<file path="src/hw/pin_mux_pkg.sv">
// constants shared by the port alternate function multiplexer
package pin_mux_pkg;

  // pin map of the flat pin vector
  localparam int BUS_PORT_LSB = 0;
  localparam int BUS_PORT_W = 16;
  localparam int ADDR_PORT_LSB = 16;
  localparam int ADDR_PORT_W = 16;
  localparam int IRQ_PORT_LSB = 32;
  localparam int IRQ_PORT_W = 8;
  localparam int SEG_PORT_LSB = 40;
  localparam int SEG_PORT_W = 8;
  localparam int SEG_ADDR_W = 7;
  localparam int SEL_PORT_LSB = 48;
  localparam int SEL_PORT_W = 8;
  localparam int CHIP_SEL_W = 5;
  localparam int I2C_DATA_BIT = 5;
  localparam int I2C_CLK_BIT = 6;
  localparam int PIN_COUNT = 56;

  // reset values of the per-pin state
  localparam logic DIR_RESET = 1'h0;
  localparam logic LATCH_RESET = 1'h0;
  localparam logic SYNC_RESET = 1'h0;

endpackage : pin_mux_pkg

</file>
<file path="src/hw/pin_cell.sv">
// one port line: direction bit, output latch, driver select, input sampling
`timescale 1ns/1ps
`default_nettype none
module pin_cell (
  input wire logic clk,
  input wire logic rst,
  input wire logic latch_we,
  input wire logic latch_wd,
  input wire logic dir_we,
  input wire logic dir_wd,
  input wire logic alt_en,
  input wire logic alt_data,
  input wire logic hw_dir_en,
  input wire logic hw_dir_out,
  input wire logic on_chip_extension_bus_en,
  input wire logic on_chip_extension_bus_oe,
  input wire logic on_chip_extension_bus_data,
  input wire logic pin_in,
  output logic pin_out_r,
  output logic pin_oe_r,
  output logic alt_in_r,
  output logic latch_r,
  output logic dir_r
);
  import pin_mux_pkg::*;

  logic sync1_r;
  logic sync2_r;
  wire logic eff_dir;
  wire logic drv_val;
  wire logic pin_out_nxt;
  wire logic pin_oe_nxt;
  wire logic alt_in_nxt;

  // hardware-switched lines ignore the direction bit for the pin enable, but the alternate input still follows it
  assign eff_dir = hw_dir_en ? hw_dir_out : dir_r;
  // hardware-switched lines are not reachable by software, so the latch is bypassed there
  assign drv_val = hw_dir_en ? alt_data : (alt_en ? (latch_r & alt_data) : latch_r);
  // extension-bus peripherals own enable and data outright
  assign pin_oe_nxt = on_chip_extension_bus_en ? on_chip_extension_bus_oe : eff_dir;
  assign pin_out_nxt = on_chip_extension_bus_en ? on_chip_extension_bus_data : drv_val;
  // in output direction the alternate input sees the latch, not the pin
  assign alt_in_nxt = dir_r ? latch_r : sync2_r;

  always_ff @(posedge clk) begin
    if (rst) begin
      dir_r <= DIR_RESET;
      latch_r <= LATCH_RESET;
      sync1_r <= SYNC_RESET;
      sync2_r <= SYNC_RESET;
      pin_out_r <= LATCH_RESET;
      pin_oe_r <= DIR_RESET;
      alt_in_r <= SYNC_RESET;
    end else begin
      if (dir_we) begin
        dir_r <= dir_wd;
      end
      if (latch_we) begin
        latch_r <= latch_wd;
      end
      sync1_r <= pin_in;
      sync2_r <= sync1_r;
      pin_out_r <= pin_out_nxt;
      pin_oe_r <= pin_oe_nxt;
      alt_in_r <= alt_in_nxt;
    end
  end

endmodule : pin_cell
`default_nettype wire

</file>
<file path="src/hw/port_alternate_function_mux.sv">
// port pin multiplexer between general purpose IO and alternate functions
`timescale 1ns/1ps
`default_nettype none
module port_alternate_function_mux (
  input wire logic clk,
  input wire logic rst,
  // pins, flat over all ports
  input wire logic [pin_mux_pkg::PIN_COUNT-1:0] pin_in,
  output logic [pin_mux_pkg::PIN_COUNT-1:0] pin_out,
  output logic [pin_mux_pkg::PIN_COUNT-1:0] pin_oe,
  // per-pin software writes of latch and direction
  input wire logic [pin_mux_pkg::PIN_COUNT-1:0] latch_we,
  input wire logic [pin_mux_pkg::PIN_COUNT-1:0] latch_wdata,
  input wire logic [pin_mux_pkg::PIN_COUNT-1:0] dir_we,
  input wire logic [pin_mux_pkg::PIN_COUNT-1:0] dir_wdata,
  output logic [pin_mux_pkg::PIN_COUNT-1:0] latch_q,
  output logic [pin_mux_pkg::PIN_COUNT-1:0] pin_direction_bit,
  // multiplexed bus port
  input wire logic bus_ad_enable,
  input wire logic bus_ad_drive,
  input wire logic [pin_mux_pkg::BUS_PORT_W-1:0] bus_ad_out,
  output logic [pin_mux_pkg::BUS_PORT_W-1:0] bus_ad_in,
  // address port
  input wire logic addr_enable,
  input wire logic [pin_mux_pkg::ADDR_PORT_W-1:0] addr_out,
  // fast interrupt inputs
  output logic [pin_mux_pkg::IRQ_PORT_W-1:0] fast_irq_input,
  // segment address
  input wire logic [pin_mux_pkg::SEG_ADDR_W-1:0] seg_enable,
  input wire logic [pin_mux_pkg::SEG_ADDR_W-1:0] seg_addr_out,
  // chip selects and serial lines
  input wire logic [pin_mux_pkg::CHIP_SEL_W-1:0] chip_sel_enable,
  input wire logic [pin_mux_pkg::CHIP_SEL_W-1:0] chip_sel_out,
  input wire logic i2c_enable,
  input wire logic i2c_data_out,
  input wire logic i2c_clk_out,
  output logic i2c_data_in,
  output logic i2c_clk_in,
  // extension-bus peripheral control lines
  input wire logic [pin_mux_pkg::PIN_COUNT-1:0] on_chip_extension_bus_ctl_en,
  input wire logic [pin_mux_pkg::PIN_COUNT-1:0] on_chip_extension_bus_oe,
  input wire logic [pin_mux_pkg::PIN_COUNT-1:0] on_chip_extension_bus_out
);
  import pin_mux_pkg::*;

  ////////////////////////////////////////////////////////////////////////////
  // per-pin control vectors, filled one port slice at a time
  // a line with no alternate function keeps alt_en low and works from its latch

  wire logic [PIN_COUNT-1:0] alt_en;
  wire logic [PIN_COUNT-1:0] alt_data;
  wire logic [PIN_COUNT-1:0] hw_dir_en;
  wire logic [PIN_COUNT-1:0] hw_dir_out;
  wire logic [PIN_COUNT-1:0] alt_in;

  ////////////////////////////////////////////////////////////////////////////
  // bus port: address then data, direction turned by the bus controller

  wire logic [BUS_PORT_W-1:0] bus_en_vec;
  wire logic [BUS_PORT_W-1:0] bus_dir_vec;

  assign bus_en_vec = {BUS_PORT_W{bus_ad_enable}};
  assign bus_dir_vec = {BUS_PORT_W{bus_ad_drive}};

  assign alt_en[BUS_PORT_LSB +: BUS_PORT_W] = bus_en_vec;
  // software cannot reach these lines in bus mode, so the cell bypasses the latch
  assign alt_data[BUS_PORT_LSB +: BUS_PORT_W] = bus_ad_out;
  // instructions are far too slow to turn the lines between address and data
  assign hw_dir_en[BUS_PORT_LSB +: BUS_PORT_W] = bus_en_vec;
  assign hw_dir_out[BUS_PORT_LSB +: BUS_PORT_W] = bus_dir_vec;

  ////////////////////////////////////////////////////////////////////////////
  // address port: plain alternate output under the direction bit

  wire logic [ADDR_PORT_W-1:0] addr_en_vec;
  wire logic [ADDR_PORT_W-1:0] addr_hw_vec;

  assign addr_en_vec = {ADDR_PORT_W{addr_enable}};
  assign addr_hw_vec = {ADDR_PORT_W{1'h0}};

  assign alt_en[ADDR_PORT_LSB +: ADDR_PORT_W] = addr_en_vec;
  assign alt_data[ADDR_PORT_LSB +: ADDR_PORT_W] = addr_out;
  // no hardware direction: lines stay undriven until software sets them to output
  assign hw_dir_en[ADDR_PORT_LSB +: ADDR_PORT_W] = addr_hw_vec;
  assign hw_dir_out[ADDR_PORT_LSB +: ADDR_PORT_W] = addr_hw_vec;

  ////////////////////////////////////////////////////////////////////////////
  // interrupt port: inputs only, so its outputs stay general purpose

  wire logic [IRQ_PORT_W-1:0] irq_off_vec;

  assign irq_off_vec = {IRQ_PORT_W{1'h0}};

  assign alt_en[IRQ_PORT_LSB +: IRQ_PORT_W] = irq_off_vec;
  assign alt_data[IRQ_PORT_LSB +: IRQ_PORT_W] = irq_off_vec;
  assign hw_dir_en[IRQ_PORT_LSB +: IRQ_PORT_W] = irq_off_vec;
  assign hw_dir_out[IRQ_PORT_LSB +: IRQ_PORT_W] = irq_off_vec;

  ////////////////////////////////////////////////////////////////////////////
  // segment address port, top line left for general purpose use
  // only wide systems enable these; narrow ones leave the lines to software

  wire logic [SEG_PORT_W-1:0] seg_en_vec;
  wire logic [SEG_PORT_W-1:0] seg_data_vec;
  wire logic [SEG_PORT_W-1:0] seg_hw_vec;

  assign seg_en_vec[SEG_ADDR_W-1:0] = seg_enable;
  assign seg_en_vec[SEG_PORT_W-1:SEG_ADDR_W] = {(SEG_PORT_W-SEG_ADDR_W){1'h0}};
  assign seg_data_vec[SEG_ADDR_W-1:0] = seg_addr_out;
  assign seg_data_vec[SEG_PORT_W-1:SEG_ADDR_W] = {(SEG_PORT_W-SEG_ADDR_W){1'h0}};
  assign seg_hw_vec = {SEG_PORT_W{1'h0}};

  assign alt_en[SEG_PORT_LSB +: SEG_PORT_W] = seg_en_vec;
  assign alt_data[SEG_PORT_LSB +: SEG_PORT_W] = seg_data_vec;
  assign hw_dir_en[SEG_PORT_LSB +: SEG_PORT_W] = seg_hw_vec;
  assign hw_dir_out[SEG_PORT_LSB +: SEG_PORT_W] = seg_hw_vec;

  ////////////////////////////////////////////////////////////////////////////
  // select port: chip selects and serial lines

  wire logic [SEL_PORT_W-1:0] sel_en_vec;
  wire logic [SEL_PORT_W-1:0] sel_data_vec;
  wire logic [SEL_PORT_W-1:0] sel_hw_vec;

  // serial lines are push-pull here; the top line has no alternate function
  assign sel_en_vec[CHIP_SEL_W-1:0] = chip_sel_enable;
  assign sel_en_vec[I2C_DATA_BIT] = i2c_enable;
  assign sel_en_vec[I2C_CLK_BIT] = i2c_enable;
  assign sel_en_vec[SEL_PORT_W-1] = 1'h0;

  assign sel_data_vec[CHIP_SEL_W-1:0] = chip_sel_out;
  assign sel_data_vec[I2C_DATA_BIT] = i2c_data_out;
  assign sel_data_vec[I2C_CLK_BIT] = i2c_clk_out;
  assign sel_data_vec[SEL_PORT_W-1] = 1'h0;

  // chip selects are live right after reset, so they drive without a direction write
  assign sel_hw_vec[CHIP_SEL_W-1:0] = chip_sel_enable;
  assign sel_hw_vec[SEL_PORT_W-1:CHIP_SEL_W] = {(SEL_PORT_W-CHIP_SEL_W){1'h0}};

  assign alt_en[SEL_PORT_LSB +: SEL_PORT_W] = sel_en_vec;
  assign alt_data[SEL_PORT_LSB +: SEL_PORT_W] = sel_data_vec;
  assign hw_dir_en[SEL_PORT_LSB +: SEL_PORT_W] = sel_hw_vec;
  assign hw_dir_out[SEL_PORT_LSB +: SEL_PORT_W] = sel_hw_vec;

  ////////////////////////////////////////////////////////////////////////////
  // per-pin cells

  // every line is the same cell; port roles come only from the vectors above
  genvar gi;
  generate
    for (gi = 0; gi < PIN_COUNT; gi = gi + 1) begin : g_pin
      pin_cell u_cell (
        .clk(clk),
        .rst(rst),
        // software writes
        .latch_we(latch_we[gi]),
        .latch_wd(latch_wdata[gi]),
        .dir_we(dir_we[gi]),
        .dir_wd(dir_wdata[gi]),
        // alternate function side
        .alt_en(alt_en[gi]),
        .alt_data(alt_data[gi]),
        .hw_dir_en(hw_dir_en[gi]),
        .hw_dir_out(hw_dir_out[gi]),
        // extension-bus takeover
        .on_chip_extension_bus_en(on_chip_extension_bus_ctl_en[gi]),
        .on_chip_extension_bus_oe(on_chip_extension_bus_oe[gi]),
        .on_chip_extension_bus_data(on_chip_extension_bus_out[gi]),
        // pin side and registered results
        .pin_in(pin_in[gi]),
        .pin_out_r(pin_out[gi]),
        .pin_oe_r(pin_oe[gi]),
        .alt_in_r(alt_in[gi]),
        .latch_r(latch_q[gi]),
        .dir_r(pin_direction_bit[gi])
      );
    end
  endgenerate

  ////////////////////////////////////////////////////////////////////////////
  // alternate inputs, each already a flip-flop inside its cell

  wire logic [BUS_PORT_W-1:0] bus_in_vec;
  wire logic [IRQ_PORT_W-1:0] irq_in_vec;
  wire logic [SEL_PORT_W-1:0] sel_in_vec;

  // in output direction these follow the latch, which lets software trigger them
  assign bus_in_vec = alt_in[BUS_PORT_LSB +: BUS_PORT_W];
  assign irq_in_vec = alt_in[IRQ_PORT_LSB +: IRQ_PORT_W];
  assign sel_in_vec = alt_in[SEL_PORT_LSB +: SEL_PORT_W];

  assign bus_ad_in = bus_in_vec;
  assign fast_irq_input = irq_in_vec;
  assign i2c_data_in = sel_in_vec[I2C_DATA_BIT];
  assign i2c_clk_in = sel_in_vec[I2C_CLK_BIT];

endmodule : port_alternate_function_mux
`default_nettype wire

</file>
<file path="config.mk">
export PLATFORM = sky130hd
export DESIGN_NAME = port_alternate_function_mux
export DESIGN_NICKNAME = d
export VERILOG_FILES = /design/src/hw/pin_mux_pkg.sv /design/src/hw/pin_cell.sv /design/src/hw/port_alternate_function_mux.sv
export SDC_FILE = /design/constraint.sdc
export NUM_CORES = 1
export LEC_CHECK = 0
export ABC_AREA = 1
export ABC_CLOCK_PERIOD_IN_PS = 2430
export BUFFER_PORTS_ARGS = -buffer_cell sky130_fd_sc_hd__clkbuf_2
export CAP_MARGIN = 40
export CELL_PAD_IN_SITES_DETAIL_PLACEMENT = 1
export CELL_PAD_IN_SITES_GLOBAL_PLACEMENT = 2
export CORE_AREA = 3 3 292 294
export CTS_BUF_LIST = sky130_fd_sc_hd__clkbuf_8
export CTS_CLUSTER_SIZE = 14
export DETAILED_ROUTE_END_ITERATION = 10
export DIE_AREA = 0 0 295 297
export PLACE_DENSITY = 0.6
export SLEW_MARGIN = 10
export SYNTH_ARGS = -nofsm -noshare
export SYNTH_HDL_FRONTEND = slang
export SYNTH_SLANG_ARGS = --single-unit
</file>
<file path="constraint.sdc">
create_clock -name clk -period 2.43 [get_ports clk]
set_clock_uncertainty 0.1 [all_clocks]
set_input_delay 0.243 -clock clk [delete_from_list [all_inputs] [get_ports clk]]
set_output_delay 0.243 -clock clk [all_outputs]
set_load 0.01 [all_outputs]
</file>
==> impl_metrics.yaml, run 1 <==
clocking:
  cts_buffers: 66
  path_clk_slew_ps: 50
  clockRootBuffer: "clkbuf_8"
  cts_max_level: 3
  clk_latency_ps: 620
  cts_sinks: 302
  cts_tree: "done"
  clockBufferDepth: 3
cells_and_area:
  final_nets: 3313
  mostFrequentLayoutCell: "clkbuf_2"
  design_area_sq_mm: 0.0229
  nFillCells: 10200
  syn_to_final_growth_pct: 77.1
  layout-drive-gt1-share_pct: 29.5
  fin_cells: 3935
  seqCellArea_sq_mm: 0.00605
  multi_input_area_sq_mm: 0.00353
  utilization_pct: 27.5
  final_cell_mix: "clkbuf_2 (731), dlygate4sd3_1 (558), inv_1 (340)"
critical_path:
  path_class: "reg -> reg"
  crit_family: "buffers and inverters"
  cp.required_ps: 2860
  cp.depth: 6
  cp_max_fo: 3
  crit_start: "g_pin[48].u_cell.latch_r"
  slowest_delay_ps: 630
  worstPathArrival_ps: 2510
  r2r_cells: 6
  cp-start-kind: "flop"
  r2r-start: "g_pin[48].u_cell.latch_r"
  path_common_cell: "nor2_1"
  cp_slowest_cell: "dlygate4sd3_1"
  critPathCaptureType: "flop"
  cp_cell_sequence: "inv_1 > nor2_1 > nor2_1 > dlygate4sd3_1 > nor2_1 > dlygate4sd3_1"
  crit_buf_inv: 3
power:
  p_leak_nw: 12.1
  power_density_mw_per_mm2: 599
  peakVddDrop_mv: 0.315
synth:
  synth.distinct_cells: 13
  synth_cells: 1719
  synth_fp_nets: 2231
  yosys_register_bits: 302
  syn_avg_cell_area_sq_um: 7.51
  syn_area_sq_mm: 0.0129
  yosys_warnings: 0
  ys_seq_area_share_pct: 46.8
die:
  fp.dieH_microns: 297
  io_pins: 762
  fp.dieArea_sq_mm: 0.0876
  die_width_microns: 295
  start_util_pct: 15.5
  row_count: 106
  core_sq_mm: 0.0832
place:
  gp_congestion: 0.791
  numPortBuffers: 731
  placed_cell_area_sq_mm: 0.0159
  place_inst: 3255
  dp_hpwl_microns: 43600
grt:
  antenna_found_initial: 4
  gr-total-overflow: 0
  track_usage_pct: 13.3
  grt_pass1_wl_microns: 91200
  grt_max_degree: 93
  grt_pass1_vias: 16700
timing:
  setup_viol: 0
  rsz0062_at_grt: "false"
  fin_crit_sh_pct: 85.9
  fin_crit_ps: 2090
  finalSetupTns_ps: 0
  slew_headroom_pct: 55.6
  finalMaxSlewViolations: 0
  tightest_slew_ps: 666
  finalHoldViolCount: 0
  fmax_mhz: 479
routing:
  via_per_inst: 3.72
  wl_microns: 59800
  first_pass_iters: 6
  ant_nets: 0
  detail_route.wl_per_cell_microns: 15.2
  drt_iter0_markers: 264
  detailroute.via_count: 14700
  drc: 0
min_path:
  worstHoldStart: "rst"
  hold_path.class: "in -> reg"
  holdPathStages: 4
run_status:
  status: "completed"
flow_run:
  maxCapViolations: 0
[flip-flops by register name, summed over array words and instances, names as in the netlist]
signal	count
g_pin.u_cell.alt_in_r	26
g_pin.u_cell.dir_r	56
g_pin.u_cell.latch_r	56
g_pin.u_cell.pin_oe_r	56
g_pin.u_cell.pin_out_r	56
g_pin.u_cell.sync1_r	26
g_pin.u_cell.sync2_r	26
[worst reg2reg max path: cells and delay by family (launching register included)]
family	cells	cell delay (ps)
buf+inv	3	1220
flops	1	340
simple gates	3	340
[final cells by class]
class / count / share of cell area [%]
flip-flops and latches: 302 / 26.4
diodes: 3 / 0.0328
clock buffers: 85 / 5.11
multi-input cells: 810 / 15.4
clock inverters: 34 / 0.799
repair buffers: 1303 / 41.0
well taps: 1080 / 5.91
inverters: 318 / 5.24
[metrics by stage]
stage	setup slack (ps)	hold slack, ps	total power, mW
4_1_cts	363	6.85	14.0
3_3_place_gp	949	290	7.19
5_1_grt	222	61.4	14.6
2_1_floorplan	1390	236	6.57
3_5_place_dp	916	298	7.23
6_report	343	113	13.7
[synth_stat cells]
| library cell | n | area (sq um) |
|---|---|---|
| o21ai_0 | 197 | 986 |
| nand2_1 | 159 | 597 |
| nor2_1 | 258 | 968 |
| buf_6 | 12 | 135 |
| a21oi_1 | 163 | 816 |
| o21ai_1 | 28 | 140 |
| buf_2 | 14 | 70.1 |
| inv_1 | 317 | 1190 |
| buf_4 | 252 | 1890 |
| clkbuf_1 | 11 | 41.3 |
| dfxtp_1 | 302 | 6050 |
| nor3_1 | 5 | 25.0 |
| clkinv_4 | 1 | 8.76 |
[what timing repair did]
item,4_1_cts,5_1_grt
setup buffers,0,0
hold endpoints to repair,250,0
resized for setup,0,0
hold buffers,558,0
[kinds of logic after synthesis]
kind of cell           count (synthesis)  share of synthesized area [%]
AOI/OAI and AO/OA                    388                           15.0
buffers and inverters                607                           25.8
DFF                                  302                           46.8
and+or+nand+nor                      422                           12.3
[metal layers]
metal  vias to the layer above  track usage (%)  part of all wire [%]
met5                         -                0                     0
met4                         0             4.79                   3.4
met1                      6845             12.7                    36
met3                       114             4.88                   8.6
met2                       508             25.7                    52
li1                       7184                -                     -
[final timing paths]
check	to	slack, ps
hold reg to reg	g_pin[38].u_cell.sync2_r	290
setup reg to reg	g_pin[48].u_cell.pin_out_r	340
hold / removal	g_pin[12].u_cell.alt_in_r	110
setup / recovery	g_pin[48].u_cell.pin_out_r	340
[power breakdown]
group / switching [mW] / internal (mW)
clock: 2.52 / 3.25
combinational: 1.07 / 1.36
sequential: 0.217 / 5.29
Power figures use the tool's default switching activity.
==> inputs of run 2 (changes only) <==
--- a/config.mk
+++ b/config.mk
@@ -11,12 +11,11 @@
 export CAP_MARGIN = 40
 export CELL_PAD_IN_SITES_DETAIL_PLACEMENT = 1
 export CELL_PAD_IN_SITES_GLOBAL_PLACEMENT = 2
-export CORE_AREA = 3 3 292 294
-export CTS_BUF_LIST = sky130_fd_sc_hd__clkbuf_8
+export CORE_AREA = 3 3 298 300
 export CTS_CLUSTER_SIZE = 14
 export DETAILED_ROUTE_END_ITERATION = 10
-export DIE_AREA = 0 0 295 297
-export PLACE_DENSITY = 0.6
+export DIE_AREA = 0 0 301 303
+export PLACE_DENSITY_LB_ADDON = 0.1
 export SLEW_MARGIN = 10
 export SYNTH_ARGS = -nofsm -noshare
 export SYNTH_HDL_FRONTEND = slang
==> impl_metrics.yaml, run 2 (synthesis results as in run 1) <==
run_status:
  status: "completed"
flow_run:
  maxCapViolations: 0
die:
  fp.dieH_microns: 303
  die_width_microns: 301
  start_util_pct: 14.9
  row_count: 108
  fp.dieArea_sq_mm: 0.0912
  core_sq_mm: 0.0865
  io_pins: 762
grt:
  use_met1_pct: 13.1
  grt_pass1_vias: 15800
  grt_max_degree: 53
  met3_usage_pct: 5.32
  grt_pass1_wl_microns: 95200
  track_usage_pct: 13.9
  use_met2_pct: 26.8
  gr-total-overflow: 0
  antenna_found_initial: 24
  grt.busiest_layer: "met2"
clocking:
  clockRootBuffer: "clkbuf_16"
  post_cts_resized: 0
  cts.hold.buffers_added: 566
  clk_latency_ps: 560
  post_cts_buffers: 0
  cts_tree: "done"
  path_clk_slew_ps: 60
  cts_sinks: 302
  clockBufferDepth: 3
  cts_buffers: 43
  cts_max_level: 2
routing:
  ant_nets: 0
  detail_route.wl_per_cell_microns: 16.5
  detailroute.via_count: 14400
  via_per_inst: 3.62
  drc: 0
  first_pass_iters: 4
  drt_iter0_markers: 292
  wl_microns: 65700
critical_path:
  cp_max_fo: 1
  critPathCaptureType: "flop"
  cp.required_ps: 2810
  path_class: "in -> reg"
  cp-start-kind: "input pin"
  worstPathArrival_ps: 2340
power:
  p_int_mw: 10.4
  p_sw_mw: 3.75
  pwr-share-seq_pct: 38.6
  share_clk_of_total_power_pct: 44.0
  power_frac_comb_pct: 17.4
  peakVddDrop_mv: 0.343
  power_density_mw_per_mm2: 612
  swShare_pct: 26.4
  p_leak_nw: 12.1
cells_and_area:
  final_nets: 3300
  final_cell_mix: "clkbuf_2 (730), dlygate4sd3_1 (566), inv_1 (317)"
  syn_to_final_growth_pct: 79.4
  mostFrequentLayoutCell: "clkbuf_2"
  nFillCells: 10600
  layout-drive-gt1-share_pct: 28.8
place:
  gp_congestion: 0.806
  numPortBuffers: 731
  dp_hpwl_microns: 51200
timing:
  tightest_slew_ps: 670
  finalHoldViolCount: 0
  setup_viol: 0
  finalMaxSlewViolations: 0
  slew_headroom_pct: 55.3
  finalSetupTns_ps: 0
  hold_slack_ps: 59.5
  rsz0062_at_grt: "false"
  fin_crit_ps: 1960
  fmax_mhz: 510
  fin_crit_sh_pct: 80.7
min_path:
  hold_path.class: "in -> reg"
## run 2: cell count changes in the layout (fill, tap and decap cells not counted), sizes merged, moves of 3 or more
| cell | delta |
|---|---|
| buf | +3 |
| clkbuf | -15 |
| diode | +13 |
| dlygate4sd3 | +8 |
| inv | -25 |
## run 2: layout make-up
type	instances	area [sq um]	share of cell area (%)
tap	1155	1450	6.24
clock buffer	71	1350	5.84
inverter	318	1200	5.18
antenna	16	40.0	0.173
multi-input combinational	810	3530	15.2
clock inverter	6	32.5	0.140
timing repair buffer	1313	9520	41.1
sequential	302	6050	26.1
## run 2: path summary, 6_finish.rpt
kind | startpoint | end | slack, ps | cells after the start
setup / recovery | on_chip_extension_bus_out[16] | g_pin[16].u_cell.pin_out_r | 470 | 8
hold / removal | rst | g_pin[13].u_cell.alt_in_r | 60 | 4
setup reg to reg | g_pin[49].u_cell.dir_r | g_pin[49].u_cell.pin_oe_r | 490 | 4
hold reg to reg | g_pin[1].u_cell.sync1_r | g_pin[1].u_cell.sync2_r | 300 | 2
## run 2: metal layers
| metal | share of wire [%] | vias to the layer above |
|---|---|---|
| li1 | - | 7160 |
| met1 | 35 | 6727 |
| met2 | 53 | 437 |
| met3 | 8.7 | 101 |
| met4 | 3.1 | 12 |
| met5 | 0.12 | - |
## run 2: metrics by stage
| stage | instances | utilization, % | total power, mW | instance area [sq um] | setup WS (ps) |
|---|---|---|---|---|---|
| after floorplan | 1719 | - | 6.57 | 12900 | 1390 |
| after global placement | 3332 | 18.6 | 7.24 | 16100 | 735 |
| after detailed placement | 3332 | 18.6 | 7.26 | 16100 | 726 |
| after CTS | 3975 | 26.7 | 14.6 | 23100 | 447 |
| after global routing | 3987 | 26.8 | 15.0 | 23200 | 373 |
| final | 3991 | 26.8 | 14.2 | 23200 | 469 |
## run 2: power by group through the flow
stage	Combinational, mW	Clock [mW]	Sequential [mW]
finish	2.47	6.23	5.48
global route	2.75	6.77	5.52
CTS	2.51	6.60	5.48
detailed placement	1.68	0	5.59
global placement	1.66	0	5.58
floorplan	1.07	0	5.50
## run 2: critical path, cell delays in order
cell           delay (ps)
dlygate4sd3_1         530
clkbuf_2              100
inv_1                  30
nand2_1                40
dlygate4sd3_1         540
nand2_1                50
a21oi_1               190
dlygate4sd3_1         620
==> inputs of run 3 (changes only) <==
--- a/config.mk
+++ b/config.mk
@@ -6,15 +6,15 @@
 export NUM_CORES = 1
 export LEC_CHECK = 0
 export ABC_AREA = 1
-export ABC_CLOCK_PERIOD_IN_PS = 2430
+export ABC_CLOCK_PERIOD_IN_PS = 1900
 export BUFFER_PORTS_ARGS = -buffer_cell sky130_fd_sc_hd__clkbuf_2
 export CAP_MARGIN = 40
 export CELL_PAD_IN_SITES_DETAIL_PLACEMENT = 1
 export CELL_PAD_IN_SITES_GLOBAL_PLACEMENT = 2
-export CORE_AREA = 3 3 298 300
+export CORE_AREA = 3 3 294 296
 export CTS_CLUSTER_SIZE = 14
 export DETAILED_ROUTE_END_ITERATION = 10
-export DIE_AREA = 0 0 301 303
+export DIE_AREA = 0 0 297 299
 export PLACE_DENSITY_LB_ADDON = 0.1
 export SLEW_MARGIN = 10
 export SYNTH_ARGS = -nofsm -noshare
==> constraint.sdc (replaced) <==
create_clock -name clk -period 1.9 [get_ports clk]
set_clock_uncertainty 0.1 [all_clocks]
set_input_delay 0.19 -clock clk [delete_from_list [all_inputs] [get_ports clk]]
set_output_delay 0.19 -clock clk [all_outputs]
set_load 0.01 [all_outputs]
==> impl_metrics.yaml, run 3 (synthesis results as in run 1) <==
die:
  io_pins: 762
  die_width_microns: 297
  row_count: 106
  fp.dieH_microns: 299
  fp.dieArea_sq_mm: 0.0888
  core_sq_mm: 0.0838
  start_util_pct: 15.4
critical_path:
  path_class: "in -> reg"
  r2r_slack_ps: 410
  critPathCaptureType: "flop"
  worstPathArrival_ps: 2200
  cp.required_ps: 2240
  cp_max_fo: 4
  cp-start-kind: "input pin"
grt:
  track_usage_pct: 14.4
  grt_pass1_vias: 16000
  grt_pass1_wl_microns: 97400
  antenna_found_initial: 16
  grt_max_degree: 53
  gr-total-overflow: 0
place:
  placed_cell_area_sq_mm: 0.0161
  numPortBuffers: 731
  gp_congestion: 0.856
  post-place-ws_ps: 420
  place_inst: 3317
  dp_hpwl_microns: 51100
flow_run:
  maxCapViolations: 0
power:
  power.total_mw: 18.4
  peakVddDrop_mv: 0.376
  power_density_mw_per_mm2: 797
  p_leak_nw: 12.1
timing:
  hold_slack_ps: -28.6
  slew_headroom_pct: 57.2
  fin_ws_ps: 42.6
  tightest_slew_ps: 641
  setup_viol: 0
  fmax_mhz: 538
  finalSetupTns_ps: 0
  fin_crit_ps: 1860
  rsz0062_at_grt: "false"
  finalHoldViolCount: 1
  fin_crit_sh_pct: 97.8
  finalMaxSlewViolations: 0
cells_and_area:
  final_cell_mix: "clkbuf_2 (731), dlygate4sd3_1 (557), inv_1 (317)"
  final_nets: 3299
  layout-drive-gt1-share_pct: 29.3
  utilization_pct: 27.6
  nFillCells: 10300
  syn_to_final_growth_pct: 79.2
  multi_input_area_sq_mm: 0.00355
  mostFrequentLayoutCell: "clkbuf_2"
  seqCellArea_sq_mm: 0.00605
  design_area_sq_mm: 0.0231
  fin_cells: 3963
routing:
  first_pass_iters: 4
  detail_route.wl_per_cell_microns: 16.6
  via_per_inst: 3.65
  wl_microns: 65800
  drc: 0
  drt_iter0_markers: 325
  ant_nets: 0
  detailroute.via_count: 14400
clocking:
  cts_sinks: 302
  clockBufferDepth: 3
  clockRootBuffer: "clkbuf_16"
  cts_buffers: 44
  cts_max_level: 2
  cts_tree: "done"
  clk_latency_ps: 560
  path_clk_slew_ps: 60
min_path:
  hold_path.class: "in -> reg"
run_status:
  violations: "negative hold slack"
  status: "complete, but fails checks"
==> run 3: cell type report <==
class / instances / area share [%]
Antenna cell: 8 / 0.0865
Clock buffer: 67 / 5.66
Clock inverter: 13 / 0.541
Inverter: 318 / 5.18
Multi-Input combinational cell: 810 / 15.4
Sequential cell: 302 / 26.1
Tap cell: 1134 / 6.13
Timing Repair Buffer: 1311 / 40.9
==> run 3: critical path: stages <==
cell and delay [ps]:
dlygate4sd3_1 540, clkbuf_2 100, inv_1 60, o21ai_1 130, dlygate4sd3_1 580, nor2_1 50, dlygate4sd3_1 540
==> run 3: path summary, 6_finish.rpt <==
kind,depth (start not counted),to,from
hold reg to reg,2,g_pin[13].u_cell.sync2_r,g_pin[13].u_cell.sync1_r
hold / removal,3,g_pin[16].u_cell.pin_oe_r,on_chip_extension_bus_ctl_en[16]
setup reg to reg,5,g_pin[15].u_cell.pin_oe_r,g_pin[15].u_cell.dir_r
setup / recovery,7,g_pin[14].u_cell.pin_out_r,on_chip_extension_bus_ctl_en[14]
==> run 3: what timing repair did <==
item,in CTS,in global routing
endpoints found under the setup margin,0,16
buffers inserted,0,0
gates resized for setup,0,13
endpoints found under the hold margin,251,0
hold buffers,562,0
==> run 3: report_power, final <==
part	switching, mW	total (mW)	internal, mW
sequential	0.246	7.00	6.76
clock	3.26	8.27	5.01
combinational	1.42	3.17	1.75
total	4.92	18.4	13.5
==> run 3: routing by layer <==
layer	vias up	GRT usage (%)	share of wire, %
li1	7163	-	-
met1	6722	14.3	36
met2	448	27.6	53
met3	100	5.08	8.0
met4	16	4.75	2.8
met5	-	0	0.16
